File: src/design/hs_seq_pkg.sv
// Shared constants and types for the two-byte handshake output sequencer
package hs_seq_pkg;

  // Core clock period in ns
  localparam int CLK_PERIOD_NS = 5;

  // Fixed oscillator division ratio in crystal configuration
  localparam int OSC_DIV_RATIO = 58;
  // Oscillator rising edges per half period of the divided clock
  localparam int OSC_HALF_DIV = OSC_DIV_RATIO / 2;
  localparam int DIV_CNT_W = 6;
  localparam logic [DIV_CNT_W-1:0] DIV_CNT_LAST =
    DIV_CNT_W'(OSC_HALF_DIV - 1);

  // Result widths
  localparam int RESULT_W = 12;
  localparam int HIGH_BYTE_W = 6;
  localparam int LOW_BYTE_W = 8;
  // Position of result bit 9 within the magnitude vector
  localparam int HIGH_MAG_LSB = 8;

  // Index of each synchronised pin in the pin vector
  localparam int PIN_MODE = 0;
  localparam int PIN_SEND = 1;
  localparam int PIN_LOAD = 2;
  localparam int PIN_UGATE = 3;
  localparam int PIN_LGATE = 4;
  localparam int NUM_PINS = 5;

  // Reset values
  localparam logic CTL_IDLE = 1'b1;
  localparam logic [NUM_PINS-1:0] PINS_RESET = 5'h1E;

  // Output sequence states
  typedef enum logic [3:0] {
    SEQ_IDLE,
    SEQ_WAIT_HI,
    SEQ_HI_GO,
    SEQ_HI_LOAD,
    SEQ_HI_HOLD,
    SEQ_HI_REL,
    SEQ_LO_LOAD,
    SEQ_LO_HOLD,
    SEQ_LO_REL
  } seq_state_type;

endpackage : hs_seq_pkg

File: src/design/int_clk_if.sv
// Internal clock level and edge events passed from scaler to sequencer
`timescale 1ns/10ps
interface int_clk_if;
  logic level;
  logic rise;
  logic fall;
  modport src (output level, output rise, output fall);
  modport snk (input level, input rise, input fall);
endinterface : int_clk_if

File: src/design/int_clk_scaler.sv
// Oscillator pin sampler and fixed divider making the internal clock
`timescale 1ns/10ps
module int_clk_scaler
  import hs_seq_pkg::*;
(
  input wire logic core_clk,
  input wire logic rstN,
  input wire logic oscPin,
  input wire logic oscSelectPin,
  int_clk_if.src clkIf
);

  typedef struct packed {
    logic [2:0] oscSync;
    logic oscFilt;
    logic [2:0] selSync;
    logic selFilt;
    logic [DIV_CNT_W-1:0] divCnt;
    logic divClk;
    logic level;
    logic rise;
    logic fall;
  } scaler_state_type;

  scaler_state_type r;
  scaler_state_type n;
  logic oscRise;

  // Sampling, division and edge events
  always_comb begin
    n = r;
    n.oscSync = {r.oscSync[1:0], oscPin};
    n.selSync = {r.selSync[1:0], oscSelectPin};
    // Accept a change only when stages two and three agree
    if (r.oscSync[1] == r.oscSync[2]) begin
      n.oscFilt = r.oscSync[2];
    end
    if (r.selSync[1] == r.selSync[2]) begin
      n.selFilt = r.selSync[2];
    end
    oscRise = n.oscFilt & ~r.oscFilt;
    // Divided clock toggles every half ratio of oscillator edges
    if (oscRise) begin
      if (r.divCnt == DIV_CNT_LAST) begin
        n.divCnt = '0;
        n.divClk = ~r.divClk; // RULE_18
      end else begin
        n.divCnt = r.divCnt + DIV_CNT_W'(1);
      end
    end
    // Select high follows the oscillator with its own duty cycle
    n.level = r.selFilt ? r.oscFilt : r.divClk; // RULE_17 RULE_19
    n.rise = n.level & ~r.level;
    n.fall = ~n.level & r.level;
  end

  always_ff @(posedge core_clk or negedge rstN) begin
    if (!rstN) begin
      r <= '0;
    end else begin
      r <= n;
    end
  end

  assign clkIf.level = r.level;
  assign clkIf.rise = r.rise;
  assign clkIf.fall = r.fall;

endmodule : int_clk_scaler

File: src/design/two_byte_handshake_output_sequencer.sv
// Two-byte handshake output sequencer with result latches and pin control
`timescale 1ns/10ps

// Notes on behaviour
// RULE_01: With mode high, enter handshake after each new result is latched.
// RULE_02: A rising mode edge enters handshake at once, anywhere in a cycle.
// RULE_03: A mode edge during a latch write waits until data is stable.
// RULE_04: In handshake, mode is ignored and latch updates are blocked.
// RULE_05: Mode high or handshake active drives load and both gate pins.
// RULE_06: Receiver holds ready high only while it can take a byte.
// RULE_07: Sample ready on a falling tick; next rise starts the high byte.
// RULE_08: High byte: strobe low one period, data 1.5, upper gate two.
// RULE_09: Receiver captures the byte on the strobe's rising edge.
// RULE_10: Ready low after the load holds upper gate low and data driven.
// RULE_11: Ready back high: data off at next fall, gate high half later.
// RULE_12: Low byte: strobe and lower gate low with low data enabled.
// RULE_13: Ready high on a fall ends data; half later handshake clears.
// RULE_14: Cycle ends after both bytes, back to normal output behaviour.
// RULE_15: Entered with ready low, the whole sequence waits on ready.
// RULE_16: A result finishing during handshake is discarded.
// RULE_17: Select high or open: internal clock equals the oscillator.
// RULE_18: Select low: internal clock is oscillator divided by 58.
// RULE_19: An overdriven oscillator sets duty, frequency and phase exactly; the code follows it only with select high, a few core clocks late.
// RULE_20: Outside handshake with mode low, the three pins gate bytes.
// RULE_21: After reset: idle, outputs off, pins driven only if mode high.
module two_byte_handshake_output_sequencer
  import hs_seq_pkg::*;
(
  input wire logic core_clk,
  input wire logic nrst,
  input wire logic oscPin,
  input wire logic oscSelectPin,
  input wire logic modePin,
  input wire logic txBufferEmptyFlag,
  input wire logic convDone,
  input wire logic [RESULT_W-1:0] resultMag,
  input wire logic resultSign,
  input wire logic resultOverrange,
  input wire logic txBufferLoadStrobeIn,
  output logic txBufferLoadStrobeOut,
  output logic txBufferLoadStrobeOe,
  input wire logic upperByteGateIn,
  output logic upperByteGateOut,
  output logic upperByteGateOe,
  input wire logic lowerByteGateIn,
  output logic lowerByteGateOut,
  output logic lowerByteGateOe,
  output logic [HIGH_BYTE_W-1:0] highDataOut,
  output logic highDataOe,
  output logic [LOW_BYTE_W-1:0] lowDataOut,
  output logic lowDataOe,
  output logic handshakeActive
);

  // Whole state of the sequencer
  typedef struct packed {
    logic [NUM_PINS-1:0] syncA;
    logic [NUM_PINS-1:0] syncB;
    logic [NUM_PINS-1:0] syncC;
    logic [NUM_PINS-1:0] pinFilt;
    logic modePrev;
    logic pendEntry;
    logic convWrite;
    logic hsActive;
    seq_state_type state;
    logic [RESULT_W-1:0] latchMag;
    logic latchSign;
    logic latchOvr;
    logic loadOut;
    logic ugOut;
    logic lgOut;
    logic ctlOe;
    logic [HIGH_BYTE_W-1:0] hiData;
    logic hiOe;
    logic [LOW_BYTE_W-1:0] loData;
    logic loOe;
  } seq_regs_type;

  seq_regs_type r;
  seq_regs_type n;

  logic [1:0] rstSync_ff;
  logic rstN;
  logic [NUM_PINS-1:0] pinsRaw;
  logic modeLvl;
  logic sendLvl;
  logic modeRise;
  logic wantEntry;
  logic directMode;

  int_clk_if clkIf ();

  // Reset released through two flops so all logic leaves reset together
  always_ff @(posedge core_clk or negedge nrst) begin
    if (!nrst) begin
      rstSync_ff <= 2'h0;
    end else begin
      rstSync_ff <= {rstSync_ff[0], 1'b1};
    end
  end

  assign rstN = rstSync_ff[1];

  // Internal clock generation from the oscillator pin
  int_clk_scaler u_scaler (
    .core_clk(core_clk),
    .rstN(rstN),
    .oscPin(oscPin),
    .oscSelectPin(oscSelectPin),
    .clkIf(clkIf)
  );

  // Pins gathered so one synchroniser handles them all
  always_comb begin
    pinsRaw = '0;
    pinsRaw[PIN_MODE] = modePin;
    pinsRaw[PIN_SEND] = txBufferEmptyFlag;
    pinsRaw[PIN_LOAD] = txBufferLoadStrobeIn;
    pinsRaw[PIN_UGATE] = upperByteGateIn;
    pinsRaw[PIN_LGATE] = lowerByteGateIn;
  end

  // Next state of the whole block
  always_comb begin
    n = r;

    // Three-stage pin sampling, change taken when stages agree
    n.syncA = pinsRaw;
    n.syncB = r.syncA;
    n.syncC = r.syncB;
    for (int i = 0; i < NUM_PINS; i++) begin
      if (r.syncB[i] == r.syncC[i]) begin
        n.pinFilt[i] = r.syncC[i];
      end
    end

    modeLvl = r.pinFilt[PIN_MODE];
    sendLvl = r.pinFilt[PIN_SEND];
    modeRise = modeLvl & ~r.modePrev;
    n.modePrev = modeLvl;

    // Latch write; a result arriving mid-handshake is dropped
    n.convWrite = 1'b0;
    if (convDone && !r.hsActive) begin // RULE_04 RULE_16
      n.latchMag = resultMag;
      n.latchSign = resultSign;
      n.latchOvr = resultOverrange;
      n.convWrite = 1'b1;
    end

    // Entry: mode edge, postponed edge, or latch done with mode high
    wantEntry = modeRise | r.pendEntry | // RULE_02
      (r.convWrite & modeLvl); // RULE_01
    if (r.hsActive) begin
      n.pendEntry = 1'b0; // RULE_04
    end else if (wantEntry) begin
      if (convDone) begin
        // Latches change this cycle, so wait a cycle
        n.pendEntry = 1'b1; // RULE_03
      end else begin
        n.pendEntry = 1'b0;
        n.hsActive = 1'b1;
        n.state = SEQ_WAIT_HI;
      end
    end

    // Output cycle paced by internal clock edges and ready
    case (r.state)
      SEQ_IDLE: begin
        n.loadOut = CTL_IDLE;
        n.ugOut = CTL_IDLE;
        n.lgOut = CTL_IDLE;
      end
      SEQ_WAIT_HI: begin
        // Ready sensed on a falling internal edge
        if (clkIf.fall && sendLvl) begin // RULE_07 RULE_15
          n.state = SEQ_HI_GO;
        end
      end
      SEQ_HI_GO: begin
        if (clkIf.rise) begin
          n.loadOut = 1'b0; // RULE_07
          n.ugOut = 1'b0;
          n.hiOe = 1'b1;
          n.state = SEQ_HI_LOAD;
        end
      end
      SEQ_HI_LOAD: begin
        // Strobe low for one full internal period
        if (clkIf.rise) begin
          n.loadOut = 1'b1; // RULE_08
          n.state = SEQ_HI_HOLD;
        end
      end
      SEQ_HI_HOLD: begin
        // Stalls here with data and gate held until ready returns
        if (clkIf.fall && sendLvl) begin // RULE_10
          n.hiOe = 1'b0; // RULE_11 RULE_08
          n.state = SEQ_HI_REL;
        end
      end
      SEQ_HI_REL: begin
        // Gate released half a period after data goes off
        if (clkIf.rise) begin
          n.ugOut = 1'b1; // RULE_11 RULE_08
          n.loadOut = 1'b0; // RULE_12
          n.lgOut = 1'b0;
          n.loOe = 1'b1;
          n.state = SEQ_LO_LOAD;
        end
      end
      SEQ_LO_LOAD: begin
        if (clkIf.rise) begin
          n.loadOut = 1'b1; // RULE_12
          n.state = SEQ_LO_HOLD;
        end
      end
      SEQ_LO_HOLD: begin
        if (clkIf.fall && sendLvl) begin // RULE_13 RULE_15
          n.loOe = 1'b0;
          n.state = SEQ_LO_REL;
        end
      end
      SEQ_LO_REL: begin
        // Both bytes gone: leave handshake half a period later
        if (clkIf.rise) begin
          n.loadOut = CTL_IDLE; // RULE_13
          n.ugOut = CTL_IDLE;
          n.lgOut = CTL_IDLE;
          n.hsActive = 1'b0; // RULE_14
          n.state = SEQ_IDLE;
        end
      end
      default: begin
        n.state = SEQ_IDLE;
        n.hsActive = 1'b0;
      end
    endcase

    // Control pins become outputs with mode high or in handshake
    n.ctlOe = n.pinFilt[PIN_MODE] | n.hsActive; // RULE_05

    // Direct access: host pins gate the bytes while mode is low outside handshake
    directMode = ~r.hsActive & ~n.hsActive & ~modeLvl;
    if (directMode) begin // RULE_20
      n.hiOe = ~r.pinFilt[PIN_LOAD] & ~r.pinFilt[PIN_UGATE];
      n.loOe = ~r.pinFilt[PIN_LOAD] & ~r.pinFilt[PIN_LGATE];
    end else if (!r.hsActive) begin
      // Mode high but idle: bus stays released
      n.hiOe = 1'b0;
      n.loOe = 1'b0;
    end

    // Data follows the latches, which hold still during handshake
    n.hiData = {r.latchOvr, r.latchSign,
      r.latchMag[RESULT_W-1:HIGH_MAG_LSB]};
    n.loData = r.latchMag[LOW_BYTE_W-1:0];
  end

  // Single state register; reset leaves everything idle and released
  always_ff @(posedge core_clk or negedge rstN) begin
    if (!rstN) begin
      r <= '0; // RULE_21
      r.syncA <= PINS_RESET;
      r.syncB <= PINS_RESET;
      r.syncC <= PINS_RESET;
      r.pinFilt <= PINS_RESET;
      r.state <= SEQ_IDLE;
      r.loadOut <= CTL_IDLE;
      r.ugOut <= CTL_IDLE;
      r.lgOut <= CTL_IDLE;
    end else begin
      r <= n;
    end
  end

  // Outputs straight from the state register
  assign txBufferLoadStrobeOut = r.loadOut;
  assign txBufferLoadStrobeOe = r.ctlOe;
  assign upperByteGateOut = r.ugOut;
  assign upperByteGateOe = r.ctlOe;
  assign lowerByteGateOut = r.lgOut;
  assign lowerByteGateOe = r.ctlOe;
  assign highDataOut = r.hiData;
  assign highDataOe = r.hiOe;
  assign lowDataOut = r.loData;
  assign lowDataOe = r.loOe;
  assign handshakeActive = r.hsActive;

endmodule : two_byte_handshake_output_sequencer

File: config.mk
export PLATFORM = sky130hd
export DESIGN_NAME = two_byte_handshake_output_sequencer
export DESIGN_NICKNAME = d
export VERILOG_FILES = /design/src/design/hs_seq_pkg.sv /design/src/design/int_clk_if.sv /design/src/design/int_clk_scaler.sv /design/src/design/two_byte_handshake_output_sequencer.sv
export SDC_FILE = /design/constraint.sdc
export NUM_CORES = 1
export LEC_CHECK = 0
export BUFFER_PORTS_ARGS = -buffer_cell sky130_fd_sc_hd__buf_2
export CAP_MARGIN = 40
export CORE_MARGIN = 2
export CORE_UTILIZATION = 40
export DETAILED_ROUTE_END_ITERATION = 6
export GPL_ROUTABILITY_DRIVEN = 0
export SKIP_LAST_GASP = 1
export SLEW_MARGIN = 30
export SYNTH_ARGS = -nofsm -noshare
export SYNTH_HDL_FRONTEND = slang
export SYNTH_SLANG_ARGS = --single-unit
File: constraint.sdc
create_clock -name core_clk -period 4 [get_ports core_clk]
set_clock_uncertainty 0.05 [all_clocks]
set_input_delay 0.6 -clock core_clk [delete_from_list [all_inputs] [get_ports core_clk]]
set_output_delay 0.6 -clock core_clk [all_outputs]
set_load 0.005 [all_outputs]
; After elaboration in Yosys (flattened, before gate mapping)
; Cells that the tools add are included.
[op_classes]
reduce_logical = 16
bitwise = 23
eq_ne = 26
n_mux = 35
n_addsub = 1
[op_table]
columns = op, count
row1 = 4-bit one-hot mux with 9 select lines, 1
row2 = 4-bit two-way mux, 7
row3 = 5-bit two-way mux, 4
row4 = "4-bit by 3-bit == test with 1-bit output, second input constant", 4
row5 = 1-bit two-way mux, 13
row6 = 1-bit NOT, 11
row7 = 1-bit bitwise AND, 9
row8 = 3-bit AND reduction, 3
row9 = "4-bit by 2-bit == test with 1-bit output, second input constant", 2
row10 = "2-bit by 1-bit inequality test with 1-bit output, second input constant", 4
row11 = "4-bit by 1-bit inequality test with 1-bit output, second input constant", 2
row12 = "4-bit by 3-bit inequality test with 1-bit output, second input constant", 2
row13 = "4-bit inequality test, second input constant", 2
row14 = 8-bit OR reduction, 1
row15 = 1-bit == test, 7
row16 = "6-bit by 1-bit adder with 6-bit output, second input constant", 1
row17 = "6-bit by 5-bit == test with 1-bit output, second input constant", 1
row18 = 3-bit two-way mux, 2
row19 = 6-bit two-way mux, 1
row20 = 1-bit one-hot mux with 2 select lines, 3
row21 = 1-bit one-hot mux with 5 select lines, 1
row22 = 5-bit AND reduction, 1
row23 = 5-bit nonzero test, 1
row24 = "4-bit by 1-bit == test with 1-bit output, second input constant", 1
row25 = other kinds (14), 17
[word_totals]
out_inout_bits = 23
ff_bits = 82

; Longest topological paths before layout
[depth]
word_depth = 13
ltp_mapped = 7
mapped_depth_nobuf = 4

; Hierarchy
; Synthesis repeated with hierarchy kept, for this count alone.
[unflattened]
hier_cells = 252
hier_area_um2 = 3233.1
[modules_own_cells]
columns = module, area_each_um2, cells_per_inst, instances
row1 = two_byte_handshake_output_sequencer, 2518.7, 194, 1
row2 = int_clk_scaler, 714.4, 58, 1

; Least setup slack after synthesis
; No wires, ideal clock.
[synth_path]
kind = input-to-reg
from = input port convDone
to = register r, in the netlist n[10]
path_stages = 4
arrival_ns = 1.362
path_slack_ns = 2.463
setup_time_ns = 0.125
required_time_ns = 3.825
n_path_buf = 2
path_cell_list = nor2b_1 buf_2 buf_4 mux2_2
[synth_between]
elab_chain_cells = 1
[synth_lines]
columns = element, line_no
row1 = from (decl), two_byte_handshake_output_sequencer.sv:35  ; input wire logic convDone,
row2 = 1-bit logical AND, two_byte_handshake_output_sequencer.sv:144  ; if (convDone && !r.hsActive) begin
row3 = to (signal assigned), two_byte_handshake_output_sequencer.sv:273  ; r <= n;
row4 = to (decl), two_byte_handshake_output_sequencer.sv:79  ; seq_regs_type r;
; No other way between the ends.
; A chain may end at the register's enable or synchronous reset.

==> summary.txt <==
Status
  – Status: finished clean

STA
  – Fraction of the cycle the final worst path needs: 44.5%
  – Worst hold slack: 0.291 ns
  – Setup TNS Final: 0 ns
  – Post-route minimum period: 1.78 ns
  – RSZ-0062 raised after global routing: no
  – Hold Vio Cnt, Final: 0
  – Final count of negative-setup-slack endpoints: 0
  – Relative slew slack: 49.8%
  – Post-layout worst setup margin: 2.22 ns
  – Maximum operating frequency: 0.562 GHz
  – Final Max Tran Viols: 0
  – Measured slew at the worst slew-check pin: 0.753 ns

Clock network
  – Number of CTS-inserted buffers: 9
  – Clock-pin transition on the worst setup and hold timing paths: 0.08 ns
  – Post-CTS setup repair buffer count: 0
  – TritonCTS clock tree: yes
  – Cell at the root of the clock tree: sky130_fd_sc_hd__clkbuf_8
  – Buffer depth of the longest clock path: 2
  – H-Tree Level Count: 3
  – Sinks on Clock Net: 82
  – Clock latency of the later-clocked register in the worst-skew pair: 0.35 ns

Drt
  – Avg Vias per Cell: 4.77
  – Remaining antenna violation count: 0
  – Number of vias in the routed layout: 1,879
  – Router iterations before antenna repair: 4
  – Remaining DRCs: 0
  – Routed WL: 5.09 mm
  – 1st-iter DRT viols: 74
  – Routed WL per cell: 12.9 µm

Placement
  – I/O Buffers: 46
  – Detail Placement HPWL: 3.41 mm
  – Pre-CTS worst setup slack: 2.24 ns
  – Placed instance area: 3500 µm²

Synthesis
  – Area of the mapped netlist: 3330 µm²
  – Biggest area contributors in the synthesized netlist: sky130_fd_sc_hd__dfrtp_1 (47%), sky130_fd_sc_hd__dfstp_2 (15%), sky130_fd_sc_hd__mux2_2 (5.7%)
  – Proportion of register bits with asynchronous set or reset after synthesis: 100%
  – Multiplexer area fraction after synthesis: 6.80%
  – Synth top cells by count: sky130_fd_sc_hd__dfrtp_1 (63), sky130_fd_sc_hd__buf_4 (19), sky130_fd_sc_hd__dfstp_2 (19)
  – Number of cells produced by synthesis: 252
  – Flip-flop and latch count after synthesis: 82
  – Post-synth EDFFs: 0
  – Average cell area after synthesis: 13.2 µm²
  – Simple-gate area share of the yosys netlist: 11.2%
  – Yosys Warn Count: 0
  – Largest family of logic cells by synthesized area: simple AND/OR/NAND/NOR gates
  – Largest area contributor in the synthesized netlist: sky130_fd_sc_hd__dfrtp_1
  – Top-count cell post-synth: sky130_fd_sc_hd__dfrtp_1
  – Post-synth top area share: 47.4%
  – Main flop type after synthesis: sky130_fd_sc_hd__dfrtp_1
  – Post-synthesis share of cell area spent on full adders, half adders and majority gates: 2.86%
  – Xor and xnor area share after synthesis: 1.32%
  – Syn_nets: 278
  – Number of distinct library cells after synthesis: 52
  – Register area share after synthesis: 62.3%
  – Synthesized-area fraction occupied by ao, oa, aoi and oai cells: 8.12%

Setup path
  – Startpoint type of the worst setup path: flip-flop
  – CP Data Required Time: 4.23 ns
  – Crit path arrival time: 2.01 ns
  – Crit Path Category: flip-flop to flip-flop
  – Top fanout value on the critical path: 25
  – Worst Setup End Kind: flip-flop

Pwr
  – Internal power component: 0.00165 W
  – Power density over the cells: 622 nW/µm²
  – Net switching power of the design: 0.000662 W
  – Sequential Power Share: 53.4%
  – Static leakage: 1.59 nW
  – Power share of the combinational group: 20.4%
  – Max IR drop VDD: 0.000288 V
  – Power share of the clock group: 26.2%
  – Sw Ratio: 28.7%

Floorplan
  – Area of the core: 8130 µm²
  – Starting density of the core: 40.9%
  – Placement Rows: 33
  – Area of the die: 9070 µm²
  – Number of primary I/O pins: 47
  – Width of the die: 95.2 µm
  – Die Y-Extent: 95.2 µm

Final layout
  – Number of fillers in the final layout: 752
  – Antenna fix cells: 0
  – Layout Nets: 310
  – Layout cell share with drive strength beyond 1: 39.1%
  – Final instance area: 3720 µm²
  – Growth of design area from synthesis to finish: 11.6%

Global route
  – Maximum number of pins on one net before global-route repair: 48
  – Overflow after GRT: 0
  – Initial antenna violation count: 0
  – Via count of the first global-routing pass: 1,912
  – First-pass GRT wire length: 8.56 mm
  – Total track usage: 12.5%

Job
  – Reported max-cap violation count: 0

Min path
  – Class of the tightest hold or removal check: input pin to flip-flop
placed cells by master (no fill, tap or decap), types with 2 or more instances in the layout:
master	instances
sky130_fd_sc_hd__nor2b_1	2
sky130_fd_sc_hd__xor2_1	2
sky130_fd_sc_hd__nand3_1	7
sky130_fd_sc_hd__o21ai_0	8
sky130_fd_sc_hd__nand2_1	7
sky130_fd_sc_hd__mux2_2	17
sky130_fd_sc_hd__a211oi_1	3
sky130_fd_sc_hd__nor4_1	4
sky130_fd_sc_hd__inv_6	2
sky130_fd_sc_hd__nand2b_1	7
sky130_fd_sc_hd__ha_1	2
sky130_fd_sc_hd__dfstp_2	19
sky130_fd_sc_hd__nand4b_1	2
sky130_fd_sc_hd__nor2_1	12
sky130_fd_sc_hd__or3_1	2
sky130_fd_sc_hd__maj3_1	7
sky130_fd_sc_hd__and2_1	3
sky130_fd_sc_hd__a21oi_1	15
sky130_fd_sc_hd__o22a_1	2
sky130_fd_sc_hd__xnor2_1	3
sky130_fd_sc_hd__mux2i_1	2
sky130_fd_sc_hd__dfrtp_1	62
sky130_fd_sc_hd__clkbuf_8	10
sky130_fd_sc_hd__buf_2	46
sky130_fd_sc_hd__nor3_1	4
sky130_fd_sc_hd__inv_1	5
critical path, stage by stage, from the launching register on:
cell and delay (ns):
sky130_fd_sc_hd__dfrtp_1 0.84, sky130_fd_sc_hd__xnor2_1 0.22, sky130_fd_sc_hd__mux2_4 0.32, sky130_fd_sc_hd__a21oi_2 0.15, sky130_fd_sc_hd__a2bb2oi_2 0.13
metal layers:
metal / routed length [µm] / up-vias / track usage, %
li1: - / 912 / -
met4: 34 / 0 / 4.71
met5: 0 / - / 0
met3: 229 / 2 / 4.98
met2: 2590 / 33 / 20.6
met1: 2230 / 932 / 14.7
path summary, 6_finish.rpt:
kind	startpoint	slack, ns	cells past startpoint	end
worst max-delay path	r[35]	2.22	4	r[34]
worst min-delay path	txBufferLoadStrobeIn	0.29	1	n[54]
worst max register to register	r[35]	2.22	4	r[34]
worst min register to register	rstSync_ff[1]	0.30	0	r[35]
max in group asynchronous	rstSync_ff[1]	3.01	1	modeLvl
min in group asynchronous	rstSync_ff[1]	0.30	0	r[35]
state kept, by name, summed over array words and instances (netlist names), 2 cells and up:
| signal | count |
|---|---|
| u_scaler.r | 11 |
| rstSync_ff | 2 |
| u_scaler.n | 4 |
| lowDataOut | 8 |
| highDataOut | 6 |
| n | 24 |
| r | 16 |
cells by family (layout without fill, tap and decap cells):
logic type / Yosys count / count (layout)
XOR/XNOR: 5 / 5
AO/OA/AOI/OAI: 40 / 40
buffers and inverters: 34 / 71
flip-flops: 82 / 82
adder cells (fa/ha/maj): 9 / 9
other: 1 / 1
multiplexers: 20 / 20
AND/OR/NAND/NOR: 61 / 61
layout make-up:
class,instances,area [µm²],area share (%)
flip-flops and latches,82,2080,56.0
multi-input cells,136,1010,27.2
repair buffers,49,268,7.21
clock buffers,11,141,3.80
well taps,105,131,3.54
clock inverters,5,61.3,1.65
inverters,6,22.5,0.606
power by group through the flow:
stage	logic, W	clock network, W	registers [W]
after floorplan	0.000534	0	0.00116
after global placement	0.000462	0	0.00124
after detailed placement	0.000481	0	0.00125
after CTS	0.000481	0.000635	0.00124
after global routing	0.000543	0.000663	0.00127
final	0.000472	0.000606	0.00123
what timing repair did:
| item | CTS | global route |
|---|---|---|
| endpoints found under the hold margin | 2 | 0 |
| hold buffers | 1 | 0 |
| gates resized for setup | 0 | 0 |
| endpoints found under the setup margin | 0 | 0 |
per-stage QoR:
stage / utilization, % / power [W] / cells
after floorplan: - / 0.00170 / 252
after global routing: 45.7 / 0.00247 / 394
after detailed placement: 43.1 / 0.00173 / 377
after global placement: 42.8 / 0.00171 / 376
after CTS: 45.7 / 0.00235 / 394
final: 45.7 / 0.00231 / 394
No activity file was read; power rests on OpenSTA's default activity.
